==> src/verilog/adcp_map.vh <==
/*
 adcp_map.vh: register offsets, field positions, reset values and timing
 counts for the converter post-processing control block.
 assumes it is included by bare name into the block's module file.
*/
`ifndef ADCP_MAP_VH
`define ADCP_MAP_VH

// register offsets on the 8-bit configuration write port
`define ADCP_A_SWING 8'h01
`define ADCP_A_PERF1 8'h03
`define ADCP_A_STRENGTH 8'h26
`define ADCP_A_FORMAT 8'h3d
`define ADCP_A_IFSEL 8'h41
`define ADCP_A_LATPWR 8'h42
`define ADCP_A_PDN 8'h43
`define ADCP_A_PERF2 8'h4a
`define ADCP_A_TRIM 8'hcf
`define ADCP_A_STATUS 8'hf0

// reset value of every register
`define ADCP_RST_VAL 8'h00

// field positions
`define ADCP_B_TRIM_EN 5
`define ADCP_B_BYPASS_OFF 3
`define ADCP_B_CORE_SLEEP 2
`define ADCP_B_FULL_SLEEP 6
`define ADCP_B_OUTBUF_OFF 4
`define ADCP_B_HOLD 7

// field codes
`define ADCP_FMT_OFFBIN 2'b10
`define ADCP_IF_CMOS 2'b11
`define ADCP_PERF_ON 2'b11
`define ADCP_SWING_EN 2'b11
`define ADCP_TC_LAST 4'hb
`define ADCP_TC_BASE 6'h14

// four-level pin codes: ground, 3/8, 5/8, full supply
`define ADCP_LVL_GND 2'b00
`define ADCP_LVL_3_8 2'b01
`define ADCP_LVL_5_8 2'b10
`define ADCP_LVL_FULL 2'b11

// datapath figures
`define ADCP_BYPASS_LAT 10
`define ADCP_POS_FS 14'h1fff
`define ADCP_NEG_FS 14'h2000

// times in ns and derived cycle counts at the 40 ns core clock
`define ADCP_CLK_NS 40
`define ADCP_T_GPD_NS 100000
`define ADCP_T_CORE_SLEEP_NS 5000
`define ADCP_T_OBUF_NS 100
`define ADCP_T_SLOW_NS 1000
// the times above in core cycles, rounded up, sized to their counters
`define ADCP_GPD_CYC 12'h9c4
`define ADCP_CORE_SLEEP_CYC 12'h07d
`define ADCP_OBUF_CYC 2'h3
`define ADCP_SLOW_CYC 5'h19

`endif

==> src/verilog/adcp_postproc.v <==
/*
 adcp_postproc.v: post-processing and output control behind a pipelined
 converter core: offset loop, coding, power modes, DDR LVDS / CMOS output.
 assumes core_clk is a free-running 25 MHz clock, the sampling clock arrives
 as a pin and is sampled here, and the converter words come on core_clk.
*/
// What this block does
// - when enabled, estimate dc offset and subtract it from each sample.
// - four-bit code picks loop constant, 1M cycles doubling to 2G, 12-15 reserved.
// - hold bit freezes the estimate and keeps applying the last one.
// - after reset: low-latency bypass, offset correction off.
// - full sleep stops everything, buffers off, valid data after 100 us.
// - core sleep stops only conversion, valid data after 5 us.
// - buffers off by register bit or enable pin, back after 100 ns.
// - enter low-power state when the sampling clock is below 1 MSPS.
// - twos complement or offset binary, from register or configuration pin.
// - overdrive forces full-scale code in the overdrive direction.
// - output is DDR LVDS or parallel CMOS, from register or pin.
// - LVDS pairs carry even bits at falling, odd bits at rising clock.
// - LVDS swing defaults to 350 mV, programmable 125 to 570 mV.
// - double-strength buffer selectable separately for data and clock.
// - CMOS gives every bit its own pin once per sample, with clock.
// - performance settings only by serial writes, not in pin mode.
// - pin levels: gnd 2c/LVDS, 3/8 2c/CMOS, 5/8 ob/CMOS, full ob/LVDS.
// - bypass mode passes raw words with 10 cycles latency.
// - post-processing acts only once bypass-off is written to one.
`timescale 1ns/1ps
`include "adcp_map.vh"

module adcp_postproc
(
   // clock and reset
   input wire core_clk,
   input wire rst,
   // pins from outside the clock domain
   input wire samp_clk_pin,
   input wire out_enable_pin,
   input wire pin_cfg_mode,
   input wire [1:0] four_level_cfg_pin,
   input wire rx_stall,
   // converter core words, on core_clk
   input wire [13:0] adc_word,
   input wire adc_ovr_pos,
   input wire adc_ovr_neg,
   // register port
   input wire reg_wr_en,
   input wire [7:0] reg_addr,
   input wire [7:0] reg_wr_data,
   output reg [7:0] reg_rd_data,
   // output interface
   output wire pipe_ready,
   output reg [13:0] cmos_data,
   output reg cmos_oe,
   output reg out_clock,
   output reg [6:0] lvds_pair_data,
   output reg lvds_oe,
   output reg out_clock_pos,
   // buffer and power controls
   output reg [5:0] lvds_swing_code,
   output reg data_drive_double,
   output reg clk_drive_double,
   output reg perf_mode1_on,
   output reg perf_mode2_on,
   output reg core_powered,
   output reg refs_powered,
   output reg low_power_state,
   output reg data_valid
);

   // two-flop synchronisers; stage one feeds stage two only
   reg [5:0] sync1_r;
   reg [5:0] sync2_r;
   reg samp_d_r;
   wire samp_s = sync2_r[0];
   wire oe_s = sync2_r[1];
   wire par_s = sync2_r[2];
   wire [1:0] lvl_s = sync2_r[4:3];
   wire stall_s = sync2_r[5];
   wire samp_rise = samp_s & ~samp_d_r;
   wire samp_fall = ~samp_s & samp_d_r;

   always @(posedge core_clk)
   begin
      sync1_r <= {rx_stall, four_level_cfg_pin, pin_cfg_mode, out_enable_pin, samp_clk_pin};
      sync2_r <= sync1_r;
      samp_d_r <= samp_s;
   end

   // configuration registers
   reg [5:0] swing_r;
   reg [1:0] perf1_r;
   reg [1:0] strength_r;
   reg [1:0] fmt_r;
   reg trim_en_r;
   reg [1:0] ifsel_r;
   reg bypass_off_r;
   reg core_sleep_r;
   reg full_sleep_r;
   reg outbuf_off_r;
   reg [1:0] swing_en_r;
   reg perf2_r;
   reg hold_r;
   reg [3:0] tc_r;

   // all fields clear at reset, so bypass on and trim off
   // pin configuration mode ignores every register write
   always @(posedge core_clk)
   begin
      if (rst || par_s)
      begin
         swing_r <= 6'h00;
         perf1_r <= 2'h0;
         strength_r <= 2'h0;
         fmt_r <= 2'h0;
         trim_en_r <= 1'b0;
         ifsel_r <= 2'h0;
         bypass_off_r <= 1'b0;
         core_sleep_r <= 1'b0;
         full_sleep_r <= 1'b0;
         outbuf_off_r <= 1'b0;
         swing_en_r <= 2'h0;
         perf2_r <= 1'b0;
         hold_r <= 1'b0;
         tc_r <= 4'h0;
      end
      else if (reg_wr_en)
      begin
         case (reg_addr)
            `ADCP_A_SWING: swing_r <= reg_wr_data[7:2];
            `ADCP_A_PERF1: perf1_r <= reg_wr_data[1:0];
            `ADCP_A_STRENGTH: strength_r <= reg_wr_data[1:0];
            `ADCP_A_FORMAT:
            begin
               fmt_r <= reg_wr_data[7:6];
               trim_en_r <= reg_wr_data[`ADCP_B_TRIM_EN];
            end
            `ADCP_A_IFSEL: ifsel_r <= reg_wr_data[7:6];
            `ADCP_A_LATPWR:
            begin
               bypass_off_r <= reg_wr_data[`ADCP_B_BYPASS_OFF];
               core_sleep_r <= reg_wr_data[`ADCP_B_CORE_SLEEP];
            end
            `ADCP_A_PDN:
            begin
               full_sleep_r <= reg_wr_data[`ADCP_B_FULL_SLEEP];
               outbuf_off_r <= reg_wr_data[`ADCP_B_OUTBUF_OFF];
               swing_en_r <= reg_wr_data[1:0];
            end
            `ADCP_A_PERF2: perf2_r <= reg_wr_data[0];
            `ADCP_A_TRIM:
            begin
               hold_r <= reg_wr_data[`ADCP_B_HOLD];
               tc_r <= reg_wr_data[5:2];
            end
            default: ;
         endcase
      end
   end

   // coding from register, or from the pin in pin mode
   // four-level pin decode of coding and interface
   wire ob_sel = par_s ? (lvl_s == `ADCP_LVL_5_8 || lvl_s == `ADCP_LVL_FULL) : (fmt_r == `ADCP_FMT_OFFBIN);
   // interface from register, or from the pin in pin mode
   wire cmos_sel = par_s ? (lvl_s == `ADCP_LVL_3_8 || lvl_s == `ADCP_LVL_5_8) : (ifsel_r == `ADCP_IF_CMOS);

   // sample steps only while awake; a full buffer also stalls the pipe
   wire fifo_ready;
   wire step = samp_rise & ~full_sleep_r & ~core_sleep_r & fifo_ready;

   // ten-stage raw delay line, one stage per sample
   reg [15:0] dl_r [0:`ADCP_BYPASS_LAT-1];
   always @(posedge core_clk)
   begin
      if (step)
         dl_r[0] <= {adc_ovr_pos, adc_ovr_neg, adc_word};
   end
   genvar gi;
   generate
      for (gi = 1; gi < `ADCP_BYPASS_LAT; gi = gi + 1)
      begin : g_dl
         always @(posedge core_clk)
         begin
            if (step)
               dl_r[gi] <= dl_r[gi-1];
         end
      end
   endgenerate
   wire [15:0] tail = dl_r[`ADCP_BYPASS_LAT-1];

   // processing only once bypass is switched off
   wire trim_active = bypass_off_r & trim_en_r;
   // reserved codes leave the estimate untouched
   wire tc_ok = (tc_r <= `ADCP_TC_LAST);
   wire [5:0] shamt = `ADCP_TC_BASE + {2'b00, tc_r};
   reg signed [47:0] acc_r;
   wire signed [47:0] est = acc_r >>> shamt;
   wire signed [47:0] samp_x = {{34{tail[13]}}, tail[13:0]};

   // first-order accumulator, gain set by the shift
   // hold stops the update while the estimate stays applied
   always @(posedge core_clk)
   begin
      if (rst || !trim_active)
         acc_r <= 48'sh0000_0000_0000;
      else if (step && !hold_r && tc_ok)
         acc_r <= acc_r + samp_x - est;
   end

   // subtract the current estimate, saturated to 14 bits
   wire signed [16:0] corr = samp_x[16:0] - est[16:0];
   reg [13:0] corr_sat;
   always @*
   begin
      corr_sat = corr[13:0];
      if (corr > 17'sh0_1fff)
         corr_sat = `ADCP_POS_FS;
      else if (corr < -17'sh0_2000)
         corr_sat = `ADCP_NEG_FS;
   end

   // processed word takes one stage beyond the bypass path
   reg [15:0] proc_r;
   reg word_vld_r;
   always @(posedge core_clk)
   begin
      if (rst)
      begin
         proc_r <= 16'h0000;
         word_vld_r <= 1'b0;
      end
      else
      begin
         word_vld_r <= step;
         if (step)
            proc_r <= {tail[15:14], trim_active ? corr_sat : tail[13:0]};
      end
   end

   // overdrive forces the full-scale code, then coding applies
   wire [15:0] sel_w = bypass_off_r ? proc_r : tail;
   reg [13:0] coded;
   always @*
   begin
      coded = sel_w[13:0];
      if (sel_w[15])
         coded = `ADCP_POS_FS;
      else if (sel_w[14])
         coded = `ADCP_NEG_FS;
      if (ob_sel)
         coded = {~coded[13], coded[12:0]};
   end

   // two-entry buffer; a stalled receiver backs up into the pipe
   reg [13:0] fifo_r [0:1];
   reg wp_r;
   reg rp_r;
   reg [1:0] cnt_r;
   assign fifo_ready = (cnt_r != 2'd2);
   assign pipe_ready = fifo_ready;
   wire push = word_vld_r & fifo_ready;
   wire pop = samp_fall & ~stall_s & (cnt_r != 2'd0);
   always @(posedge core_clk)
   begin
      if (rst)
      begin
         wp_r <= 1'b0;
         rp_r <= 1'b0;
         cnt_r <= 2'd0;
      end
      else
      begin
         if (push)
         begin
            fifo_r[wp_r] <= coded;
            wp_r <= ~wp_r;
         end
         if (pop)
            rp_r <= ~rp_r;
         if (push && !pop)
            cnt_r <= cnt_r + 2'd1;
         else if (pop && !push)
            cnt_r <= cnt_r - 2'd1;
      end
   end

   // power sequencing: wake timers after sleep exits
   reg full_d_r;
   reg core_d_r;
   reg [11:0] wake_r;
   reg [1:0] obuf_wait_r;
   wire buf_req_off = outbuf_off_r | ~oe_s | full_sleep_r;
   // core cycles since last sampling rise, saturating
   reg [4:0] gap_r;
   always @(posedge core_clk)
   begin
      if (rst)
      begin
         full_d_r <= 1'b0;
         core_d_r <= 1'b0;
         wake_r <= 12'h000;
         obuf_wait_r <= 2'h0;
         gap_r <= 5'h00;
         low_power_state <= 1'b0;
      end
      else
      begin
         full_d_r <= full_sleep_r;
         core_d_r <= core_sleep_r;
         // full sleep exit waits 100 us for valid data
         if (full_d_r && !full_sleep_r)
            wake_r <= `ADCP_GPD_CYC;
         // core sleep exit waits 5 us
         else if (core_d_r && !core_sleep_r)
            wake_r <= `ADCP_CORE_SLEEP_CYC;
         else if (wake_r != 12'h000)
            wake_r <= wake_r - 12'h001;
         // buffers come back 100 ns after the request clears
         if (buf_req_off)
            obuf_wait_r <= `ADCP_OBUF_CYC;
         else if (obuf_wait_r != 2'h0)
            obuf_wait_r <= obuf_wait_r - 2'h1;
         if (samp_rise)
            gap_r <= 5'h00;
         else if (gap_r <= `ADCP_SLOW_CYC)
            gap_r <= gap_r + 5'h01;
         // longer than 1 us between rises means below 1 MSPS
         low_power_state <= (gap_r > `ADCP_SLOW_CYC);
      end
   end
   wire buf_on = ~buf_req_off & (obuf_wait_r == 2'h0);

   // output stage: new word at falling edge, even bits with it
   reg [13:0] word_r;
   wire [13:0] head = fifo_r[rp_r];
   wire [13:0] word_sel = pop ? head : word_r;
   integer k;
   always @(posedge core_clk)
   begin
      if (rst)
      begin
         word_r <= 14'h0000;
         lvds_pair_data <= 7'h00;
         cmos_data <= 14'h0000;
      end
      else
      begin
         if (pop)
            word_r <= head;
         // every bit on its own pin, refreshed once per sample
         // data settles at falling edge, stable for rising capture
         if (samp_fall)
            cmos_data <= buf_on ? word_sel : 14'h0000;
         // even bits at falling edge, odd bits at rising edge
         for (k = 0; k < 7; k = k + 1)
         begin
            if (samp_fall)
               lvds_pair_data[k] <= buf_on & word_sel[2*k];
            else if (samp_rise)
               lvds_pair_data[k] <= buf_on & word_r[2*k+1];
         end
      end
   end

   // output clocks, enables and buffer controls
   always @(posedge core_clk)
   begin
      if (rst)
      begin
         out_clock <= 1'b0;
         out_clock_pos <= 1'b0;
         cmos_oe <= 1'b0;
         lvds_oe <= 1'b0;
         lvds_swing_code <= 6'h00;
         data_drive_double <= 1'b0;
         clk_drive_double <= 1'b0;
         perf_mode1_on <= 1'b0;
         perf_mode2_on <= 1'b0;
         core_powered <= 1'b0;
         refs_powered <= 1'b0;
         data_valid <= 1'b0;
      end
      else
      begin
         out_clock <= samp_s & buf_on & cmos_sel;
         out_clock_pos <= samp_s & buf_on & ~cmos_sel;
         // full sleep leaves both buffer sets high-impedance
         // register bit or pin disables the buffers
         cmos_oe <= buf_on & cmos_sel;
         lvds_oe <= buf_on & ~cmos_sel;
         // zero code means 350 mV; swing control needs its enable
         lvds_swing_code <= (swing_en_r == `ADCP_SWING_EN) ? swing_r : 6'h00;
         // separate double-strength for data and clock buffers
         data_drive_double <= strength_r[0];
         clk_drive_double <= strength_r[1];
         perf_mode1_on <= (perf1_r == `ADCP_PERF_ON);
         perf_mode2_on <= perf2_r;
         // core sleep keeps the references running
         // same term as low_power_state, so the two never disagree for a cycle
         core_powered <= ~full_sleep_r & ~core_sleep_r & (gap_r <= `ADCP_SLOW_CYC);
         refs_powered <= ~full_sleep_r;
         data_valid <= buf_on & ~core_sleep_r & (wake_r == 12'h000);
      end
   end

   // registered read-back, status at its own offset
   always @(posedge core_clk)
   begin
      if (rst)
         reg_rd_data <= 8'h00;
      else
      begin
         case (reg_addr)
            `ADCP_A_SWING: reg_rd_data <= {swing_r, 2'b00};
            `ADCP_A_PERF1: reg_rd_data <= {6'h00, perf1_r};
            `ADCP_A_STRENGTH: reg_rd_data <= {6'h00, strength_r};
            `ADCP_A_FORMAT: reg_rd_data <= {fmt_r, trim_en_r, 5'h00};
            `ADCP_A_IFSEL: reg_rd_data <= {ifsel_r, 6'h00};
            `ADCP_A_LATPWR: reg_rd_data <= {4'h0, bypass_off_r, core_sleep_r, 2'b00};
            `ADCP_A_PDN: reg_rd_data <= {1'b0, full_sleep_r, 1'b0, outbuf_off_r, 2'b00, swing_en_r};
            `ADCP_A_PERF2: reg_rd_data <= {7'h00, perf2_r};
            `ADCP_A_TRIM: reg_rd_data <= {hold_r, 1'b0, tc_r, 2'b00};
            `ADCP_A_STATUS: reg_rd_data <= {3'h0, par_s, cnt_r, (wake_r != 12'h000), low_power_state};
            default: reg_rd_data <= 8'h00;
         endcase
      end
   end

endmodule // adcp_postproc

==> config.mk <==
export PLATFORM = sky130hd
export DESIGN_NAME = adcp_postproc
export DESIGN_NICKNAME = d
export VERILOG_FILES = /design/src/verilog/adcp_postproc.v
export VERILOG_INCLUDE_DIRS = /design/src /design/src/verilog
export SDC_FILE = /design/constraint.sdc
export NUM_CORES = 1
export LEC_CHECK = 0
export ABC_AREA = 1
export BUFFER_PORTS_ARGS = -buffer_cell sky130_fd_sc_hd__buf_2
export CORE_UTILIZATION = 41
export DETAILED_ROUTE_END_ITERATION = 16
export MAX_ROUTING_LAYER = met4
export PLACE_DENSITY = 0.6
export SYNTH_ARGS = -nofsm -noshare
export SYNTH_HDL_FRONTEND = slang
export SYNTH_SLANG_ARGS = --single-unit
==> constraint.sdc <==
create_clock -name core_clk -period 5.9 [get_ports core_clk]
set_clock_uncertainty 0.15 [all_clocks]
set_input_delay 1.18 -clock core_clk [delete_from_list [all_inputs] [get_ports core_clk]]
set_output_delay 1.18 -clock core_clk [all_outputs]
set_load 0.005 [all_outputs]
==> qor.txt, run 1 <==
Post-Syn Instances: 2437
area of placed instances: 21600 µm²
CP max stage delay: 0.56 ns
RSZ-0062 raised after global routing: no
drt pass-1 iters: 6
Area Overhead vs Synth: 12.2%
CTS tree: yes
DP HPWL: 43100 µm
HP Start: sync1_r[2]$_DFF_P_
Setup Buffers After CTS: 0
post-route cell area: 23100 µm²
Initial Util: 41.8%
die width: 226 µm
synth unique cells: 60
Max Slew Vio Count: 0
most frequent cell after synthesis: nand2_1
setup ws final: 0.400 ns
Synth Warn #: 0
Seq/Total Area, Yosys: 46.1%
crit-path max FO: 49
run status: completed
Core Rows: 81
Syn Nets: 2599
Hold Slack: 0.172 ns
Placed Instances: 3122
crit start category: register
maximum clock path buffer count: 3
worst vdd ir: 238 µV
worst setup path end: acc_r[32]$_SDFFE_PP0P_
Avg WL per Cell: 17.4 µm
Filler Cell Count: 4873
grt ovf: 0
vias per std cell: 5.15
# resized after CTS: 0
Final Hold Vio Count: 0
Die Y-Extent: 226 µm
Post-Route WL: 55700 µm
Final Wtd Congestion: 0.973
number of synthesized flops with an enable pin: 188
WHS Path Cells: 0
Setup WS pre-CTS: 0.267 ns
synthesis-stage register bit count: 380
CP startpoint: tc_r[0]$_SDFFE_PP0P_
DIE AREA: 51100 µm²
Commonest cells post-synth: nand2_1, inv_1, o21ai_0, a21oi_1, dfxtp_1
vias in the first global route: 15779
leakage: 9.93 nW
Final setup viols: 0
max cap viols: 0
# IOs: 89
non-filler cells, final: 3201
Mapped Area: 20600 µm²
final setup TNS: 0 ns
simple-gate share of the synthesized area: 16.5%
# diodes: 0
reg2reg start: tc_r[0]$_SDFFE_PP0P_
hold_buf cts: 0
CP endpoint kind: register
PD cells: 282 nW/µm²
Core Footprint: 49300 µm²
initial antenna violation count: 1
Synth Area in Compound Gates: 15.0%
Clock Sinks: 380
Synth Area in XOR/XNOR: 1.96%
DRT iter0 DRCs: 1389
total CTS buffers: 43
WP data arrival: 5.82 ns
R2R depth: 28
Slowest-stage cell, CP: dfxtp_1
Tot Pwr: 6.50 mW
later-pin clock latency in the skew report: 0.58 ns
syn avg cell area: 8.44 µm²
DRC Markers: 0
post-route ant nets: 0
Synth area leader: edfxtp_1
Synth top area share: 27.4%
Worst EP required: 6.22 ns
Period minus WS final: 5.50 ns
Total Routing Usage GR: 22.8%
Core Util, Final: 46.9%
fin crit share: 93.2%
root buffer cell: clkbuf_16
nets: 2665
Hold WC Path Type: register to register
flop2flop setup slack: 0.40 ns
post-synthesis mux area share: 1.45%
Max Clk Rate: 182 MHz
clock-pin slew on the worst setup and hold paths: 0.06 ns
Async SR Flop Fraction: 0%
Synth Area in Adders: 9.11%
Worst slew margin: 13.4%
Crit Path Category: register to register
combinational family with the most area after synthesis: simple AND/OR/NAND/NOR gates
first-pass GRT wire length: 87500 µm
top post-synthesis cells by area: edfxtp_1, dfxtp_1, nand2_1
# H-tree levels: 2
share of post-route cells with drive strength above 1: 9.66%
ys flop type: dfxtp_1
Via Count: 16471
worst slew pin tran: 1.29 ns
port buffer count: 88
largest net degree at the start of global routing: 91
Reg-to-Reg End: acc_r[32]$_SDFFE_PP0P_
final cells by class:
type                       instances  area (µm²)  area share, %
clock buffer                      58        1210           5.26
clock inverter                    21         264           1.14
inverter                         430        1630           7.05
multi-input combinational       1542        9070           39.3
sequential                       380        9490           41.1
tap                              664         831           3.60
timing repair buffer             106         592           2.56
worst min path at each step:
stage / end / slack (ns)
floorplan: sync2_r[0]$_DFF_P_ / 0.16
global placement: sync2_r[2]$_DFF_P_ / 0.16
detailed placement: sync2_r[3]$_DFF_P_ / 0.16
CTS: sync2_r[2]$_DFF_P_ / 0.17
global route: sync2_r[2]$_DFF_P_ / 0.17
finish: sync2_r[2]$_DFF_P_ / 0.17
registers in the layout, indices dropped and copies added (netlist names), 7 cells and up, named ones only:
name	count
dl_r	160
acc_r	48
fifo_r	28
proc_r	16
cmos_data	14
word_r	14
wake_r	12
reg_rd_data	8
lvds_pair_data	7
power breakdown:
group	total (mW)	internal, mW	switching, mW
clock network	2.76	1.64	1.12
registers	2.95	2.89	0.0562
logic	0.794	0.267	0.528
logic make-up after synthesis:
family          count (synthesis)
simple gates                  794
compound gates                552
buf+inv                       515
flops                         380
fa+ha+maj                     121
xor+xnor                       46
mux                            29
cells in the final DEF (no fill, tap or decap), types with 22 or more instances in the layout:
cell and n:
dfxtp_1 192, inv_1 420, a21oi_1 209, fa_1 48, buf_2 88, o21ai_0 215
edfxtp_1 188, nand3_1 104, xor2_1 27, nand2_1 426, nor2_1 172, mux2i_1 22
o211ai_1 29, clkbuf_16 45, ha_1 73
routing by layer:
metal	wire (µm)	up-vias	track usage, %
met5	0	-	-
met4	1090	0	5.62
met3	3260	76	3.36
met2	25400	473	35.6
met1	25900	7753	31.1
li1	-	8169	-
worst max-delay path, delay by kind of cell, from the launching register on:
family / cells / cell delay (ns)
flops: 1 / 0.56
fa+ha+maj: 3 / 1.10
compound gates: 8 / 1.44
buf+inv: 7 / 0.98
mux: 1 / 0.29
simple gates: 9 / 0.86
Note: power is estimated with default switching activity, not from simulation.
==> run 2, diff against run 1 <==
--- a/config.mk
+++ b/config.mk
@@ -11,7 +11,7 @@
 export CORE_UTILIZATION = 41
 export DETAILED_ROUTE_END_ITERATION = 16
 export MAX_ROUTING_LAYER = met4
-export PLACE_DENSITY = 0.6
+export PLACE_DENSITY = 0.67
 export SYNTH_ARGS = -nofsm -noshare
 export SYNTH_HDL_FRONTEND = slang
 export SYNTH_SLANG_ARGS = --single-unit
==> constraint.sdc (replaced) <==
create_clock -name core_clk -period 5.7 [get_ports core_clk]
set_clock_uncertainty 0.15 [all_clocks]
set_input_delay 1.14 -clock core_clk [delete_from_list [all_inputs] [get_ports core_clk]]
set_output_delay 1.14 -clock core_clk [all_outputs]
set_load 0.005 [all_outputs]
==> qor.txt, run 2 (same netlist as run 1, synthesis figures left out) <==
worst vdd ir: 258 µV
# H-tree levels: 2
root buffer cell: clkbuf_16
P_int: 4.83 mW
Reg-to-Reg End: acc_r[36]$_SDFFE_PP0P_
Area Overhead vs Synth: 12.2%
ordered cell list for the critical path: buf_12 -> nand2_1 -> o21ai_0 -> mux2i_1 -> o21ai_0 -> o21ai_0 -> o21ai_1 -> fa_1 -> fa_1 -> inv_1 -> nand3_1 -> nand2_1 -> a21boi_1 -> o21bai_2 -> nand2_1 -> nand2_2 -> inv_1 -> o21ai_2 -> nand3_1 -> nand3_1 -> nand3_1 -> nand2_1 -> inv_1
drt pass-1 iters: 8
Hold Slack: 0.181 ns
final setup TNS: 0 ns
Final Wtd Congestion: 0.934
max cap viols: 0
DIE AREA: 51100 µm²
WHS Path Cells: 0
CTS tree: yes
Core Util, Final: 46.8%
crit start category: register
DRC Markers: 0
commonest non-fill, non-tap cell in the layout: nand2_1
grt ovf: 0
Worst EP required: 6.04 ns
flop2flop setup slack: 0.53 ns
Final setup viols: 0
Core Rows: 81
DP HPWL: 41700 µm
initial antenna violation count: 1
HP Start: sync1_r[0]$_DFF_P_
WP data arrival: 5.51 ns
R2R depth: 23
fin crit share: 90.8%
Worst Hold Path EP: sync2_r[0]$_DFF_P_
area of placed instances: 21700 µm²
later-pin clock latency in the skew report: 0.59 ns
Core Footprint: 49300 µm²
Avg WL per Cell: 16.8 µm
RSZ-0062 raised after global routing: no
total CTS buffers: 41
post-route ant nets: 0
vias per std cell: 5.15
die width: 226 µm
CP endpoint kind: register
crit path buf inv count: 4
port buffer count: 88
routed wl met3: 2800 µm
Crit path max-delay family: compound AO/OA/AOI/OAI gates
PD cells: 286 nW/µm²
maximum clock path buffer count: 3
largest net degree at the start of global routing: 91
largest register by flop count: dl_r
Initial Util: 41.8%
Final Hold Vio Count: 0
Worst slew margin: 16.0%
vias in the first global route: 15618
Clock Sinks: 380
# diodes: 0
Total Routing Usage GR: 21.8%
Post-Route WL: 53900 µm
Max Clk Rate: 193 MHz
Via Count: 16494
leakage: 9.93 nW
clock-pin slew on the worst setup and hold paths: 0.07 ns
top sig layer: met4
# IOs: 89
share of post-route cells with drive strength above 1: 10.0%
reg2reg start: tc_r[0]$_SDFFE_PP0P_
max FFs per register: 160
switching share of power: 26.8%
metal2 WL: 24600 µm
post-route cell area: 23100 µm²
Max Slew Vio Count: 0
nets: 2670
run status: completed
first-pass GRT wire length: 84200 µm
Clk network pwr share: 41.5%
power share of the combinational group: 12.3%
biggest regs: dl_r (160), acc_r (48), fifo_r (28)
Hold WC Path Type: register to register
CP max stage delay: 0.56 ns
M1 WL: 25100 µm
most frequent cells in the layout: nand2_1, inv_1, o21ai_0, a21oi_1, dfxtp_1
worst slew pin tran: 1.26 ns
Setup Buffers After CTS: 0
sequential power share: 46.2%
Slowest-stage cell, CP: fa_1
Crit Path Category: register to register
Net Switching: 1.77 mW
crit-path max FO: 44
DRT iter0 DRCs: 1190
Period minus WS final: 5.17 ns
Die Y-Extent: 226 µm
[run 2: power groups by stage]
stage | Combinational, mW | Sequential, mW | Clock [mW]
2_1_floorplan | 0.598 | 3.10 | 0
3_5_place_dp | 0.804 | 3.11 | 0
3_3_place_gp | 0.794 | 3.10 | 0
6_report | 0.814 | 3.05 | 2.74
4_1_cts | 0.810 | 3.05 | 2.80
5_1_grt | 0.915 | 3.06 | 2.89
[run 2: metal layers]
layer  vias up  track usage, %
met4         0            6.63
met5         -               -
met2       466            34.2
met1      7776            29.4
li1       8169               -
met3        83            2.76
[run 2: timing repair]
action | in CTS | in global routing
resized for setup | 0 | 5
setup endpoints to repair | 0 | 7
hold buffers | 0 | 0
[run 2: worst max-delay path by stage]
stage	start	to	slack, ns	depth (start not counted)
2_1_floorplan	sync2_r[0]$_DFF_P_	proc_r[0]$_SDFFE_PP0P_	1.03	5
3_3_place_gp	tc_r[0]$_SDFFE_PP0P_	acc_r[36]$_SDFFE_PP0P_	0.02	23
3_5_place_dp	tc_r[0]$_SDFFE_PP0P_	acc_r[36]$_SDFFE_PP0P_	0.01	23
4_1_cts	tc_r[0]$_SDFFE_PP0P_	acc_r[36]$_SDFFE_PP0P_	0.006	23
5_1_grt	tc_r[0]$_SDFFE_PP0P_	acc_r[36]$_SDFFE_PP0P_	0.08	28
6_report	tc_r[0]$_SDFFE_PP0P_	acc_r[36]$_SDFFE_PP0P_	0.53	23
[run 2: per-stage QoR]
step	std cells	power (mW)	setup slack (ns)
after floorplan	2437	3.69	1.03
after global placement	3129	3.90	0.0221
after detailed placement	3129	3.91	0.0118
after CTS	3204	6.66	0.00635
after global routing	3204	6.86	0.0818
final	3204	6.60	0.527
[run 2: layout make-up]
class,instances,area [µm²]
Clock buffer,49,1120
Clock inverter,26,279
Fill cell,4875,26200
Inverter,430,1630
Multi-Input combinational cell,1542,9070
Sequential cell,380,9490
Tap cell,664,831
Timing Repair Buffer,113,653
